`src/hw/pcc_regs.svh`:
```
// Register offsets, field positions and reset values of the calibration config bank
`ifndef PCC_REGS_SVH
`define PCC_REGS_SVH
`define PCC_ADDR_CALIB_CONFIG 8'hd9
`define PCC_ADDR_CALIB_STATUS 8'hdc
`define PCC_ADDR_IRQ_ENABLE 8'hdd
`define PCC_RST_CALIB_CONFIG 8'h50
`define PCC_RST_CALIB_STATUS 8'h00
`define PCC_RST_IRQ_ENABLE 8'h00
`define PCC_GOAL_HI 7
`define PCC_GOAL_LO 5
`define PCC_TRIM_BIT 3
`define PCC_AVG_HI 2
`define PCC_AVG_LO 0
`define PCC_DONE_BIT 0
`define PCC_IEN_LSAT 7
`define PCC_IEN_NSAT 6
`define PCC_IEN_NTHR 5
`define PCC_IEN_LTHR 4
`define PCC_IEN_CAL 3
`define PCC_IEN_MASK 8'hf8
`endif

```
`src/hw/pcc_pkg.sv`:
```
// Types shared by the calibration config bank
`default_nettype none
package pcc_pkg;
    // Register access request from the serial bus front end
    typedef struct packed {
        logic wr;
        logic rd;
        logic [7:0] addr;
        logic [7:0] wdata;
    } pcc_req_s;
    // Raw interrupt sources from the sensing engines
    typedef struct packed {
        logic light_sat;
        logic near_sat;
        logic near_threshold_flag;
        logic light_threshold_flag;
        logic calibration_flag;
    } pcc_flags_s;
    typedef enum logic [1:0] {PCC_IDLE, PCC_SEARCH, PCC_LOAD} pcc_cal_e;
endpackage
`default_nettype wire

```
`src/hw/pcc_calib_bank.sv`:
```
// Proximity calibration config, calibration status and interrupt enable registers
// Behaviour
// - goal code n selects calibration target 2^n-1, 0 to 127.
// - calibration steers offset toward the target while keeping result above zero.
// - with self trim set, zero result at cycle end while idle decrements a nonzero offset magnitude.
// - averaging code 0 disables; code n averages 2^n samples up to 128.
// - done flag sets when an offset calibration sequence finishes.
// - done flag clears only on host write of one; zero leaves it.
// - five interrupt enables at bits 7..3, all reset to zero.
// - interrupt output asserts when any flag and its enable are both set.
// - at calibration end load offset magnitude and sign, raise calibration flag.
`timescale 1ns/1ps
`default_nettype none
`include "pcc_regs.svh"
module pcc_calib_bank (
    // Clock and reset
    input wire logic clock_in,
    input wire logic srst_in,
    // Register access, same clock domain
    input wire pcc_pkg::pcc_req_s req_in,
    output logic [7:0] rdata_out,
    // Proximity engine
    input wire logic cal_start_in,
    input wire logic cycle_done_in,
    input wire logic [7:0] near_result_in,
    output logic [7:0] calib_search_goal_out,
    output logic [7:0] avg_samples_out,
    output logic avg_enable_out,
    output logic [7:0] offset_magnitude_out,
    output logic offset_sign_out,
    output logic offset_load_out,
    output logic offset_trim_out,
    output logic cal_busy_out,
    // Interrupts
    input wire pcc_pkg::pcc_flags_s flags_in,
    output logic calibration_flag_out,
    output logic irq_out
);
    import pcc_pkg::*;

    logic [7:0] calib_config;
    logic calibration_done_flag;
    logic [4:0] irq_en;
    pcc_cal_e state;
    logic [7:0] trial;
    logic [7:0] bitmask;
    logic wr_cfg;
    logic wr_sts;
    logic wr_ien;
    logic cal_end;
    logic trim_hit;

    // Address match, shared by read and write decode
    function automatic logic hit(input logic [7:0] a, input logic [7:0] b);
        return a == b;
    endfunction

    assign wr_cfg = req_in.wr && hit(req_in.addr, `PCC_ADDR_CALIB_CONFIG);
    assign wr_sts = req_in.wr && hit(req_in.addr, `PCC_ADDR_CALIB_STATUS);
    assign wr_ien = req_in.wr && hit(req_in.addr, `PCC_ADDR_IRQ_ENABLE);

    // Config register; reserved bit 4 is stored as written, host keeps it at one
    always_ff @(posedge clock_in) begin
        if (srst_in) begin
            calib_config <= `PCC_RST_CALIB_CONFIG;
        end else if (wr_cfg) begin
            calib_config <= req_in.wdata;
        end
    end

    // Goal is 2^n-1 as an 8-bit mask of n ones
    assign calib_search_goal_out = 8'(({1'b0, 8'h01} << calib_config[`PCC_GOAL_HI:`PCC_GOAL_LO]) - 9'h001);
    // Sample count 2^n, code 0 means averaging off
    assign avg_enable_out = calib_config[`PCC_AVG_HI:`PCC_AVG_LO] != 3'h0;
    assign avg_samples_out = 8'h01 << calib_config[`PCC_AVG_HI:`PCC_AVG_LO];
    assign offset_trim_out = calib_config[`PCC_TRIM_BIT];

    // Binary search over offset magnitude, MSB first; larger offset lowers result
    assign cal_end = (state == PCC_LOAD);
    always_ff @(posedge clock_in) begin
        if (srst_in) begin
            state <= PCC_IDLE;
            trial <= 8'h00;
            bitmask <= 8'h00;
        end else begin
            unique case (state)
                PCC_IDLE: begin
                    if (cal_start_in) begin
                        state <= PCC_SEARCH;
                        trial <= 8'h80;
                        bitmask <= 8'h80;
                    end
                end
                PCC_SEARCH: begin
                    // A cycle measured before the trial reached the offset register is stale
                    if (cycle_done_in && offset_magnitude_out == trial) begin
                        // Drop the trial bit if result fell to or below goal, never zero
                        if (near_result_in <= calib_search_goal_out) begin
                            trial <= (trial & ~bitmask) | (bitmask >> 1);
                        end else begin
                            trial <= trial | (bitmask >> 1);
                        end
                        bitmask <= bitmask >> 1;
                        if (bitmask == 8'h01) begin
                            state <= PCC_LOAD;
                            if (near_result_in <= calib_search_goal_out) begin
                                trial <= trial & ~bitmask;
                            end
                        end
                    end
                end
                PCC_LOAD: begin
                    state <= PCC_IDLE;
                end
            endcase
        end
    end
    assign cal_busy_out = (state != PCC_IDLE);

    // Offset magnitude: loaded at calibration end, trimmed on zero result
    assign trim_hit = offset_trim_out && cycle_done_in && (state == PCC_IDLE)
        && (near_result_in == 8'h00) && (offset_magnitude_out != 8'h00);
    always_ff @(posedge clock_in) begin
        if (srst_in) begin
            offset_magnitude_out <= 8'h00;
            offset_sign_out <= 1'b0;
            offset_load_out <= 1'b0;
        end else begin
            offset_load_out <= cal_end || trim_hit;
            if (cal_end) begin
                offset_magnitude_out <= trial;
                offset_sign_out <= 1'b0;
            end else if (trim_hit) begin
                offset_magnitude_out <= offset_magnitude_out - 8'h01;
            end else if (state == PCC_SEARCH) begin
                offset_magnitude_out <= trial;
            end
        end
    end

    // Done flag and calibration interrupt flag; set wins over a same-cycle clear
    always_ff @(posedge clock_in) begin
        if (srst_in) begin
            calibration_done_flag <= 1'b0;
            calibration_flag_out <= 1'b0;
        end else begin
            if (cal_end) begin
                calibration_done_flag <= 1'b1;
                calibration_flag_out <= 1'b1;
            end else if (wr_sts && req_in.wdata[`PCC_DONE_BIT]) begin
                calibration_done_flag <= 1'b0;
                calibration_flag_out <= 1'b0;
            end
        end
    end

    // Interrupt enable register, bits 2:0 read as zero
    always_ff @(posedge clock_in) begin
        if (srst_in) begin
            irq_en <= 5'(`PCC_RST_IRQ_ENABLE >> `PCC_IEN_CAL);
        end else if (wr_ien) begin
            irq_en <= req_in.wdata[`PCC_IEN_LSAT:`PCC_IEN_CAL];
        end
    end

    // Any enabled flag drives the interrupt
    assign irq_out = |(irq_en & {flags_in.light_sat, flags_in.near_sat,
        flags_in.near_threshold_flag, flags_in.light_threshold_flag,
        flags_in.calibration_flag | calibration_flag_out});

    // Registered read data, unmapped addresses read zero
    always_ff @(posedge clock_in) begin
        if (srst_in) begin
            rdata_out <= 8'h00;
        end else if (req_in.rd) begin
            if (hit(req_in.addr, `PCC_ADDR_CALIB_CONFIG)) begin
                rdata_out <= calib_config;
            end else if (hit(req_in.addr, `PCC_ADDR_CALIB_STATUS)) begin
                rdata_out <= {7'h00, calibration_done_flag};
            end else if (hit(req_in.addr, `PCC_ADDR_IRQ_ENABLE)) begin
                rdata_out <= {irq_en, 3'h0};
            end else begin
                rdata_out <= 8'h00;
            end
        end
    end
endmodule
`default_nettype wire

```
`config.mk`:
```
export PLATFORM = sky130hd
export DESIGN_NAME = pcc_calib_bank
export DESIGN_NICKNAME = d
export VERILOG_FILES = /design/src/hw/pcc_pkg.sv /design/src/hw/pcc_calib_bank.sv
export VERILOG_INCLUDE_DIRS = /design/src /design/src/hw
export SDC_FILE = /design/constraint.sdc
export NUM_CORES = 1
export LEC_CHECK = 0
export ABC_AREA = 1
export BUFFER_PORTS_ARGS = -buffer_cell sky130_fd_sc_hd__buf_2
export CAP_MARGIN = 10
export CORE_MARGIN = 4
export CORE_UTILIZATION = 30
export CTS_BUF_LIST = sky130_fd_sc_hd__clkbuf_4
export CTS_CLUSTER_SIZE = 24
export DETAILED_ROUTE_END_ITERATION = 8
export GPL_ROUTABILITY_DRIVEN = 0
export PLACE_DENSITY = 0.53
export SYNTH_ARGS = -nofsm -noshare
export SYNTH_HDL_FRONTEND = slang
export SYNTH_SLANG_ARGS = --single-unit
export TNS_END_PERCENT = 100
```
`constraint.sdc`:
```
create_clock -name clock_in -period 2.9 [get_ports clock_in]
set_input_delay 0.145 -clock clock_in [delete_from_list [all_inputs] [get_ports clock_in]]
set_output_delay 0.145 -clock clock_in [all_outputs]
set_load 0.01 [all_outputs]
```
==> metrics.yaml, run 1 <==
run_status:
  status: "complete, no violations"
synth:
  synth_commonest_cells: "nand2_1, inv_1, nor2_1"
  yosys_warnings: 0
  synth_top_cell_area_share_pct: 32.1
  synthFlopType: "dfxtp_1"
  synth_seq_area_share_pct: 32.1
  synthCells: 470
  synthTopCellsByArea: "dfxtp_1, nand2_1, inv_1"
  synth.avg_cell_area_sq_um: 6.51
  syn_area_sq_um: 3060
  netlist-cell-type-count: 35
  synth_most_common_cell: "nand2_1"
  synth-edff-count: 0
  ys_seq_elements: 49
  synth-async-reset-ratio_pct: 0
  yosysTopAreaCell: "dfxtp_1"
cells_and_area:
  instances_no_fill: 673
  nFillCells: 1076
  fin_nets: 589
  final_area_sq_um: 3620
  area_growth_syn_to_layout_pct: 18.3
  drive_gt1_share_pct: 19.4
  diodes: 0
floorplanning:
  die_y_um: 109
  std_cell_rows: 36
  coreArea_sq_um: 9860
  die_area_sq_um: 11900
  start_util_pct: 31.0
  ioPinCount: 74
  die_x_um: 109
clock_tree:
  ctsHoldBuffers: 0
  clkSinkCount: 49
  clk_path_buf_depth: 2
  cts_tree: "built"
  root_buffer: "clkbuf_4"
  clk_pin_slew_worst_paths_ps: 140
  insertion_delay_ps: 360
  cts.htree.levels: 2
  numCtsBuffers: 5
worst_hold_path:
  min_path_cells: 3
  min_from: "req_in[4]"
  hold_class: "input pin to flop"
  holdPathEnd: "calib_config[4]"
global_routing:
  grt_max_degree: 22
  grt_pass1_vias: 2896
  antenna_found_initial: 0
  grt_overflow: 0
  grtUsageTotal_pct: 14.3
  grt_pass1_wl_mm: 13.7
power:
  p_sw_w: 0.00137
  pwr-share-clk_pct: 11.5
  p_comb_share_pct: 52.8
  power.internal_w: 0.00155
  swShare_pct: 47.0
  seqPwrFrac_pct: 35.7
  irDropWorstVdd_mv: 0.268
  p_leak_nw: 1.79
  p_per_area_nw_per_um2: 806
  total_power_w: 0.00292
sta:
  relSlewSlack_pct: 60.3
  fin_hold_ws_ps: 35.0
  finalHoldViolations: 0
  fmax_ghz: 0.386
  finalSetupTns_ps: 0
  rsz0062_at_grt: "false"
  worstMarginPinSlew_ps: 593
  finalSetupViolCount: 0
  fin_crit_sh_pct: 89.3
  drv_slew: 0
  finClkSkew_ps: 19.1
  period_needed_ps: 2590
setup_path:
  rr_endpoint: "trial[1]"
  r2r_setup_slack_ps: 310
  crit_top_cell: "nand2_1"
  cp.required_ps: 3200
  cp_max_fo: 8
  cp_data_arrival_time_ps: 2890
  crit_slowest_cell: "dfxtp_1"
  path_buf_inv: 2
  path_delay_family: "simple AND/OR/NAND/NOR gates"
  crit_type: "flop to flop"
  start_kind: "flop"
  r2r-start: "calib_config[6]"
  path_cells: "nor2_1 > nand2_2 > ha_2 > o211ai_1 > a21oi_1 > xor2_1 > inv_1 > ha_1 > nand2_1 > nor2_2 > nand4_2 > buf_4 > nand3_1 > nand3_1 > nand2_1 > nand2_1 > nor2_1"
  crit_path_end_kind: "flop"
  critPathMaxStageDelay_ps: 410
  r2r_cells: 17
placed_design:
  hpwl_mm: 6.50
  place_area_sq_um: 3530
  dp.cells: 664
  io_buffers: 71
detailed_routing:
  drt_iter0_markers: 105
  vias: 3143
  drc: 0
  wl_per_cell_um: 12.4
  dr.pass1.iters: 4
  avgViaCountPerCell: 4.67
  ant_nets: 0
  drt-total-wl_mm: 8.32
run:
  drv_cap: 0
layer usage:
metal,GRT usage (%),vias up,share of wire [%]
li1,-,1655,-
met3,2.31,12,4.4
met2,23.3,67,45
met5,0,-,0
met4,5.50,0,2.0
met1,18.9,1409,48
repair_timing:
action | CTS | global route
setup buffers | 0 | 1
setup endpoints to repair | 3 | 8
resized for setup | 1 | 9
worst max path at each step:
stage / start / to / slack [ps] / cells after the start
2_1_floorplan: calib_config[7] / trial[0] / 130 / 15
3_3_place_gp: calib_config[7] / trial[7] / 190 / 17
3_5_place_dp: calib_config[7] / trial[7] / -30 / 17
4_1_cts: calib_config[7] / trial[7] / 30 / 17
5_1_grt: calib_config[6] / trial[1] / 20 / 17
6_report: calib_config[6] / trial[1] / 310 / 17
cell usage in the layout, fill, tap and decap left out, drive strengths merged:
| cell type | count |
|---|---|
| dfxtp | 49 |
| ha | 15 |
| clkbuf | 8 |
| nand2 | 106 |
| o221ai | 5 |
| conb | 3 |
| buf | 76 |
| nor4 | 2 |
| nand4 | 8 |
| inv | 76 |
| nand3 | 28 |
| xnor2 | 1 |
| xor2 | 8 |
| o21ai | 34 |
| a221oi | 1 |
| nor2 | 51 |
| a21oi | 46 |
| o211ai | 4 |
| a21o | 1 |
| nand3b | 1 |
| o21bai | 1 |
| nor3 | 15 |
| a22o | 1 |
worst min-delay path, delay by kind of cell:
| family | cells | cell delay (ps) |
|---|---|---|
| simple gates | 2 | 130 |
| buf+inv | 1 | 90 |
logic make-up after synthesis:
logic type	count (synthesis)	synth area share (%)
adders and majority gates	15	6.13
other	2	0.245
AOI/OAI and AO/OA	93	17.0
and+or+nand+nor	211	29.8
xor gates and xnor gates	9	2.58
DFF	49	32.1
buffers and inverters	91	12.2
layout make-up:
cell class / count / area (sq um) / area share [%]
Inverter: 76 / 290 / 8.02
Tap cell: 133 / 166 / 4.60
Multi-Input combinational cell: 331 / 1730 / 47.7
Timing Repair Buffer: 76 / 393 / 10.9
Clock buffer: 8 / 60.1 / 1.66
Sequential cell: 49 / 983 / 27.2
power groups by stage:
stage / sequential, W / clock [W] / combinational, W
4_1_cts: 0.00104 / 0.000355 / 0.00155
2_1_floorplan: 0.00103 / 0 / 0.00122
3_3_place_gp: 0.00106 / 0 / 0.00153
6_report: 0.00104 / 0.000335 / 0.00154
5_1_grt: 0.00107 / 0.000380 / 0.00178
3_5_place_dp: 0.00106 / 0 / 0.00154
registers in the layout, indices dropped and copies added (netlist names):
signal	count
calib_config	8
calibration_done_flag	1
rdata_out	8
irq_en	5
offset_load_out	1
state	2
bitmask	8
offset_magnitude_out	8
trial	8
per-stage QoR:
stage	util, %	worst slack, ps
after floorplan	-	134
after global placement	35.8	195
after detailed placement	35.8	-25.1
after CTS	36.5	34.0
after global routing	36.7	15.4
final	36.7	309
Power figures use the tool's default switching activity.
==> run 2: changes to the inputs <==
--- a/config.mk
+++ b/config.mk
@@ -15,7 +15,9 @@
 export CTS_CLUSTER_SIZE = 24
 export DETAILED_ROUTE_END_ITERATION = 8
 export GPL_ROUTABILITY_DRIVEN = 0
+export GPL_TIMING_DRIVEN = 0
 export PLACE_DENSITY = 0.53
+export SLEW_MARGIN = 10
 export SYNTH_ARGS = -nofsm -noshare
 export SYNTH_HDL_FRONTEND = slang
 export SYNTH_SLANG_ARGS = --single-unit
==> run 2 against run 1 <==
Sequential power hardly changed. Clock power is 8.1% lower. Die area stayed put. Worst setup slack worse by 87 ps. Sequential share of layout area is 0.50 points lower. Sequential cell count stayed put. Combinational power is 5% higher. Clock-buffer cell count is 3 lower. Global-route usage is 0.47 points higher. Critical path type unchanged.
==> metrics.yaml, run 2 (same netlist as run 1, synthesis figures left out) <==
clock_tree:
  clk_path_buf_depth: 2  # unchanged
  root_buffer: "clkbuf_4"
  clk_pin_slew_worst_paths_ps: 150  # about the same
  cts_tree: "built"
  insertion_delay_ps: 370  # about the same
  cts.htree.levels: 2  # unchanged
  cts_setup_buffers: 0  # unchanged
  clkSinkCount: 49  # unchanged
  numCtsBuffers: 5  # unchanged
global_routing:
  grt_max_degree: 15  # -32%
  antenna_found_initial: 1  # +1
  grt_pass1_wl_mm: 14.1  # +2.8%
  grt_overflow: 0  # unchanged
  grt_pass1_vias: 2961  # +2.2%
  grtUsageTotal_pct: 14.8  # +0.47 points
cells_and_area:
  final_common_cell: "nand2_1"
  drive_gt1_share_pct: 18.8  # -0.68 points
  final_area_sq_um: 3680  # +1.7%
  area_growth_syn_to_layout_pct: 20.4
  fin_nets: 599  # +1.7%
  final_cell_mix: "nand2_1, inv_1, buf_2"
sta:
  worstMarginPinSlew_ps: 561  # -31.7 ps
  fin_ws_ps: 222  # -87.1 ps
  finalSetupTns_ps: 0  # unchanged
  finalHoldViolations: 0  # unchanged
  fin_crit_sh_pct: 92.3  # +3.0 points
  finalSetupViolCount: 0  # unchanged
  period_needed_ps: 2680  # +87.1 ps
  relSlewSlack_pct: 62.6  # +2.3 points
  fmax_ghz: 0.373  # -3.3%
  finClkSkew_ps: 12.7  # -6.42 ps
  fin_hold_ws_ps: 34.0  # -0.948 ps
  drv_slew: 0  # unchanged
setup_path:
  worst-path-stages: 17  # unchanged
  cp_max_fo: 9  # +1
  crit_slowest_cell: "dfxtp_2"
  cp.required_ps: 3160  # -40 ps
  rr_endpoint: "trial[7]"
  cp_data_arrival_time_ps: 2940  # +50 ps
  path_buf_inv: 2  # unchanged
  critical_path.endpoint: "trial[7]"
  r2r_setup_slack_ps: 220  # -90 ps
  path_cells: "clkinv_2 > nand2_2 > ha_1 > o211ai_1 > a21oi_1 > xor2_1 > inv_1 > ha_1 > nand2_1 > nor2_4 > nand2_1 > nand2_4 > nand2_4 > nand2_1 > nand3_1 > nand2_2 > a21oi_2"
  crit_top_cell: "nand2_1"
  r2r_cells: 17  # unchanged
  crit_type: "flop to flop"
  worstSetupStartpoint: "calib_config[7]"
  path_delay_family: "simple AND/OR/NAND/NOR gates"
  r2r-start: "calib_config[7]"
  start_kind: "flop"
  crit_path_end_kind: "flop"
  critPathMaxStageDelay_ps: 390  # -20 ps
floorplanning:
  die_area_sq_um: 11900  # unchanged
  std_cell_rows: 36  # unchanged
  die_y_um: 109  # unchanged
  ioPinCount: 74  # unchanged
  die_x_um: 109  # unchanged
  start_util_pct: 31.0  # unchanged
  coreArea_sq_um: 9860  # unchanged
power:
  swShare_pct: 47.5  # +0.43 points
  seqPwrFrac_pct: 35.4  # -0.3 points
  p_per_area_nw_per_um2: 804  # -0.23%
  p_sw_w: 0.00141  # +2.4%
  p_leak_nw: 1.80  # +0.59%
  irDropWorstVdd_mv: 0.247  # -7.9%
  p_comb_share_pct: 54.2  # +1.4 points
  power.internal_w: 0.00156  # +0.67%
  pwr-share-clk_pct: 10.4  # -1.1 points
detailed_routing:
  wl_per_cell_um: 12.7  # +3.0%
  drc: 0  # unchanged
  ant_nets: 0  # unchanged
  dr.pass1.iters: 4  # unchanged
  drt_iter0_markers: 181  # +72%
  avgViaCountPerCell: 4.71  # +0.92%
  drt-total-wl_mm: 8.69  # +4.5%
  vias: 3219  # +2.4%
placed_design:
  place_area_sq_um: 3580  # +1.3%
  place_ws_ps: -182  # -156 ps
  io_buffers: 70  # -1.4%
  hpwl_mm: 6.86  # +5.5%
worst_hold_path:
  hold_class: "input pin to flop"
run_status:
  status: "complete, no violations"
run:
  drv_cap: 0  # unchanged
==> run 2: cell types whose count changed in the layout (fill, tap and decap cells not counted), sizes merged <==
cell      previous run  this run
clkinvlp             0         1
diode                0         1
clkbuf               8        13
clkinv               0         2
nand4                8         9
buf                 76        77
inv                 76        75
==> run 2: final cells by class <==
| type | instances | area, sq um |
|---|---|---|
| antenna | 1 | 2.50 |
| buffer | 15 | 82.6 |
| clock buffer | 5 | 37.5 |
| clock inverter | 2 | 11.3 |
| fill | 1083 | 6180 |
| inverter | 76 | 292 |
| multi-input combinational | 332 | 1760 |
| sequential | 49 | 982 |
| tap | 133 | 166 |
| timing repair buffer | 70 | 350 |
==> run 2: worst min-delay path by stage <==
stage	start	endpoint	cells past startpoint
2_1_floorplan	req_in[4]	calib_config[4]	2
3_3_place_gp	req_in[4]	calib_config[4]	3
3_5_place_dp	req_in[4]	calib_config[4]	3
4_1_cts	req_in[4]	calib_config[4]	3
5_1_grt	req_in[4]	calib_config[4]	3
6_report	req_in[4]	calib_config[4]	3
==> run 2: power groups by stage <==
stage / Combinational (W) / Clock, W / Sequential [W]
2_1_floorplan: 0.00122 / 0 / 0.00103
3_3_place_gp: 0.00159 / 0 / 0.00106
3_5_place_dp: 0.00159 / 0 / 0.00106
4_1_cts: 0.00161 / 0.000322 / 0.00105
5_1_grt: 0.00185 / 0.000345 / 0.00108
6_report: 0.00161 / 0.000308 / 0.00105
==> run 2: layer usage <==
layer / up-vias / wire length, um / part of all wire (%) / global-route usage (%)
met2: 60 / 4050 / 47 / 24.3
met5: - / 0 / 0 / 0
met1: 1477 / 4110 / 47 / 20.2
met4: 0 / 94 / 1.1 / 4.33
li1: 1677 / - / - / -
met3: 5 / 439 / 5.1 / 1.89
==> run 2: worst min-delay path, delay by kind of cell <==
family	cells	cell delay [ps]
buffers and inverters	1	100
AND/OR/NAND/NOR	2	120
==> run 2: what timing repair did <==
| action | 4_1_cts | 5_1_grt |
|---|---|---|
| pin swaps | 0 | 1 |
| hold buffers | 0 | 0 |
| endpoints found under the setup margin | 8 | 8 |
| resized for setup | 4 | 7 |
| cloned | 0 | 1 |
==> run 2: metrics by stage <==
| step | power (W) | util [%] | instances |
|---|---|---|---|
| 2_1_floorplan | 0.00225 | - | 471 |
| 3_3_place_gp | 0.00265 | 36.3 | 674 |
| 3_5_place_dp | 0.00266 | 36.3 | 674 |
| 4_1_cts | 0.00298 | 37.0 | 681 |
| 5_1_grt | 0.00327 | 37.3 | 683 |
| 6_report | 0.00296 | 37.3 | 683 |
==> run 3: changes to the inputs <==
--- a/config.mk
+++ b/config.mk
@@ -6,9 +6,9 @@
 export SDC_FILE = /design/constraint.sdc
 export NUM_CORES = 1
 export LEC_CHECK = 0
-export ABC_AREA = 1
-export BUFFER_PORTS_ARGS = -buffer_cell sky130_fd_sc_hd__buf_2
+export BUFFER_PORTS_ARGS = -buffer_cell sky130_fd_sc_hd__buf_4
 export CAP_MARGIN = 10
+export CORE_ASPECT_RATIO = 1.4
 export CORE_MARGIN = 4
 export CORE_UTILIZATION = 30
 export CTS_BUF_LIST = sky130_fd_sc_hd__clkbuf_4
==> run 3 against run 2 <==
Worst hold slack got worse by 12 ps. First-iteration DRC count decreased by 35%. Sequential share of layout area up 0.82 points. Fmax shrank 1.8%. Non-clock buffer count grew 7. Wire length is 11% lower. Clock skew down 2.4 ps. Clock-buffer cell count did not move. Global-route usage about the same. Register-to-register slack lost 50 ps. Sequential power decreased by 28%.
==> metrics.yaml, run 3 <==
run_status:
  status: "complete, no violations"
sta:
  fmax_ghz: 0.367  # -1.8%
  worstMarginPinSlew_ps: 658  # +97.2 ps
  rsz0062_at_grt: "false"
  finClkSkew_ps: 10.2  # -2.45 ps
  finalSetupViolCount: 0  # unchanged
  period_needed_ps: 2730  # +47.8 ps
  fin_crit_sh_pct: 94.0  # +1.6 points
  finalHoldViolations: 0  # unchanged
  fin_hold_ws_ps: 21.6  # -12.5 ps
  drv_slew: 0  # unchanged
  fin_ws_ps: 174  # -47.8 ps
  relSlewSlack_pct: 55.8  # -6.8 points
synth:
  synth_seq_area_share_pct: 35.1  # +3.0 points
  synth-async-reset-ratio_pct: 0  # unchanged
  synthFlopType: "dfxtp_1"
  synth_most_common_cell: "dfxtp_1"
  netlist-cell-type-count: 52  # +49%
  synth_commonest_cells: "dfxtp_1, nand2_1, a21oi_1"
  yosysTopAreaCell: "dfxtp_1"
  synth.avg_cell_area_sq_um: 8.09  # +24%
  yosys_warnings: 0  # unchanged
  synth-edff-count: 0  # unchanged
  synthCells: 346  # -26%
  syn_area_sq_um: 2800  # -8.6%
  synth_top_cell_area_share_pct: 35.1  # +3.0 points
  ys_seq_elements: 49  # unchanged
  synthTopCellsByArea: "dfxtp_1, ha_1, a21oi_1"
placed_design:
  dp.cells: 525  # -22%
  io_buffers: 71  # +1.4%
  hpwl_mm: 6.22  # -9.4%
  place_area_sq_um: 3480  # -2.8%
  place_ws_ps: -259  # -77.0 ps
power:
  irDropWorstVdd_mv: 0.203  # -18%
  p_leak_nw: 1.56  # -13%
  p_per_area_nw_per_um2: 467  # -42%
cells_and_area:
  final_area_sq_um: 3580  # -2.9%
  final_common_cell: "buf_4"
  instances_no_fill: 532  # -22%
  area_growth_syn_to_layout_pct: 27.9
  diodes: 0  # -1
  final_cell_mix: "buf_4, dfxtp_1, nand2_1"
  fin_nets: 474  # -21%
  drive_gt1_share_pct: 24.2  # +5.5 points
  final_util_pct: 39.4  # +2.1 points
detailed_routing:
  avgViaCountPerCell: 5.15  # +9.2%
  drt_iter0_markers: 118  # -35%
  drt-total-wl_mm: 7.76  # -11%
  dr.pass1.iters: 4  # unchanged
  wl_per_cell_um: 14.6  # +15%
  drc: 0  # unchanged
  ant_nets: 0  # unchanged
  vias: 2739  # -15%
setup_path:
  start_kind: "flop"
  r2r_setup_slack_ps: 170  # -50 ps
  crit_type: "flop to flop"
  cp_max_fo: 8  # -1
  cp_data_arrival_time_ps: 2990  # +50 ps
  crit_path_end_kind: "flop"
  cp.required_ps: 3160  # about the same
run:
  drv_cap: 0  # unchanged
clock_tree:
  cts_tree: "built"
  insertion_delay_ps: 370  # about the same
  clkSinkCount: 49  # unchanged
  root_buffer: "clkbuf_4"
  clk_pin_slew_worst_paths_ps: 160  # about the same
  clk_path_buf_depth: 2  # unchanged
  cts.htree.levels: 2  # unchanged
  numCtsBuffers: 5  # unchanged
global_routing:
  grt_overflow: 0  # unchanged
  grt_pass1_wl_mm: 12.9  # -8.4%
  grt_max_degree: 18  # +3
  grt_pass1_vias: 2745  # -7.3%
  grtUsageTotal_pct: 14.7  # -0.038 points
  antenna_found_initial: 0  # -1
floorplanning:
  std_cell_rows: 41  # +14%
  die_area_sq_um: 11000  # -7.8%
  ioPinCount: 74  # unchanged
  die_x_um: 89.6  # -18%
  start_util_pct: 30.8  # -0.21 points
  die_y_um: 122  # +12%
  coreArea_sq_um: 9080  # -8.0%
worst_hold_path:
  hold_class: "input pin to flop"
## run 3: changes by cell type after synthesis, moves of 7 or more
cell	previous run	this run
a21oi_1	44	34
a31oi_1	0	7
inv_1	73	20
o21ai_0	34	3
nand2_1	102	38
nor3_1	14	5
mux2i_1	0	7
nor2_1	51	25
clkbuf_1	8	18
a22oi_1	0	8
a211oi_1	0	7
a21o_1	1	8
## run 3: timing repair
| item | 4_1_cts | 5_1_grt |
|---|---|---|
| endpoints found under the setup margin | 8 | 8 |
| resized for setup | 4 | 1 |
| endpoints found under the hold margin | 0 | 1 |
| gates cloned | 0 | 0 |
| buffers inserted | 1 | 0 |
| pin swaps | 1 | 0 |
| hold buffers | 0 | 1 |
## run 3: worst max-delay path, cell delays in order, from the launching register on
cell     delay [ps]
dfxtp_2         390
or3_4           420
ha_2            230
xor2_1          150
o21a_1          220
ha_1            290
nand4_1         120
or2_2           340
o31ai_4          70
buf_12          150
and4b_1         180
nor3_1           50
## run 3: worst paths after layout
kind | start | depth (start not counted) | to
min | req_in[0] | 3 | calib_config[0]
min reg2reg | bitmask[0] | 2 | bitmask[0]
max | calib_config[5] | 11 | trial[7]
max reg2reg | calib_config[5] | 11 | trial[7]
## run 3: cell type report
type	instances	area, sq um
multi-input cells	256	1680
plain buffers	19	83.8
inverters	20	75.1
well taps	107	134
repair buffers	73	563
flip-flops and latches	49	983
clock inverters	3	25.0
clock buffers	5	37.5
fillers	953	5500
## run 3: cell families (layout without fill, tap and decap cells)
family                     count (synthesis)  after routing  share of synthesized area (%)
and+or+nand+nor                          134            134                           25.6
DFF                                       49             49                           35.1
xor gates and xnor gates                  10             10                           3.13
adders and majority gates                 15             15                           6.71
buffers and inverters                     42            120                           6.08
muxes                                      8              8                           2.91
other                                      2              3                          0.268
AOI/OAI and AO/OA                         86             86                           20.3
## run 3: metrics by stage
stage	setup TNS [ps]	total power [W]
floorplan	0	0.00115
global placement	-1060	0.00132
detailed placement	-1820	0.00133
CTS	0	0.00169
global route	0	0.00178
finish	0	0.00167
## run 3: power breakdown
group	internal [W]	switching (W)
Clock	0.000101	0.000247
Combinational	0.000232	0.000329
Sequential	0.000714	0.0000466
## run 3: metal layers
layer / part of all wire, % / vias to the layer above / global-route usage [%]
li1: - / 1378 / -
met1: 42 / 1276 / 16.8
met2: 52 / 78 / 26.8
met3: 5.4 / 7 / 3.90
met4: 0.62 / 0 / 3.35
met5: 0 / - / 0
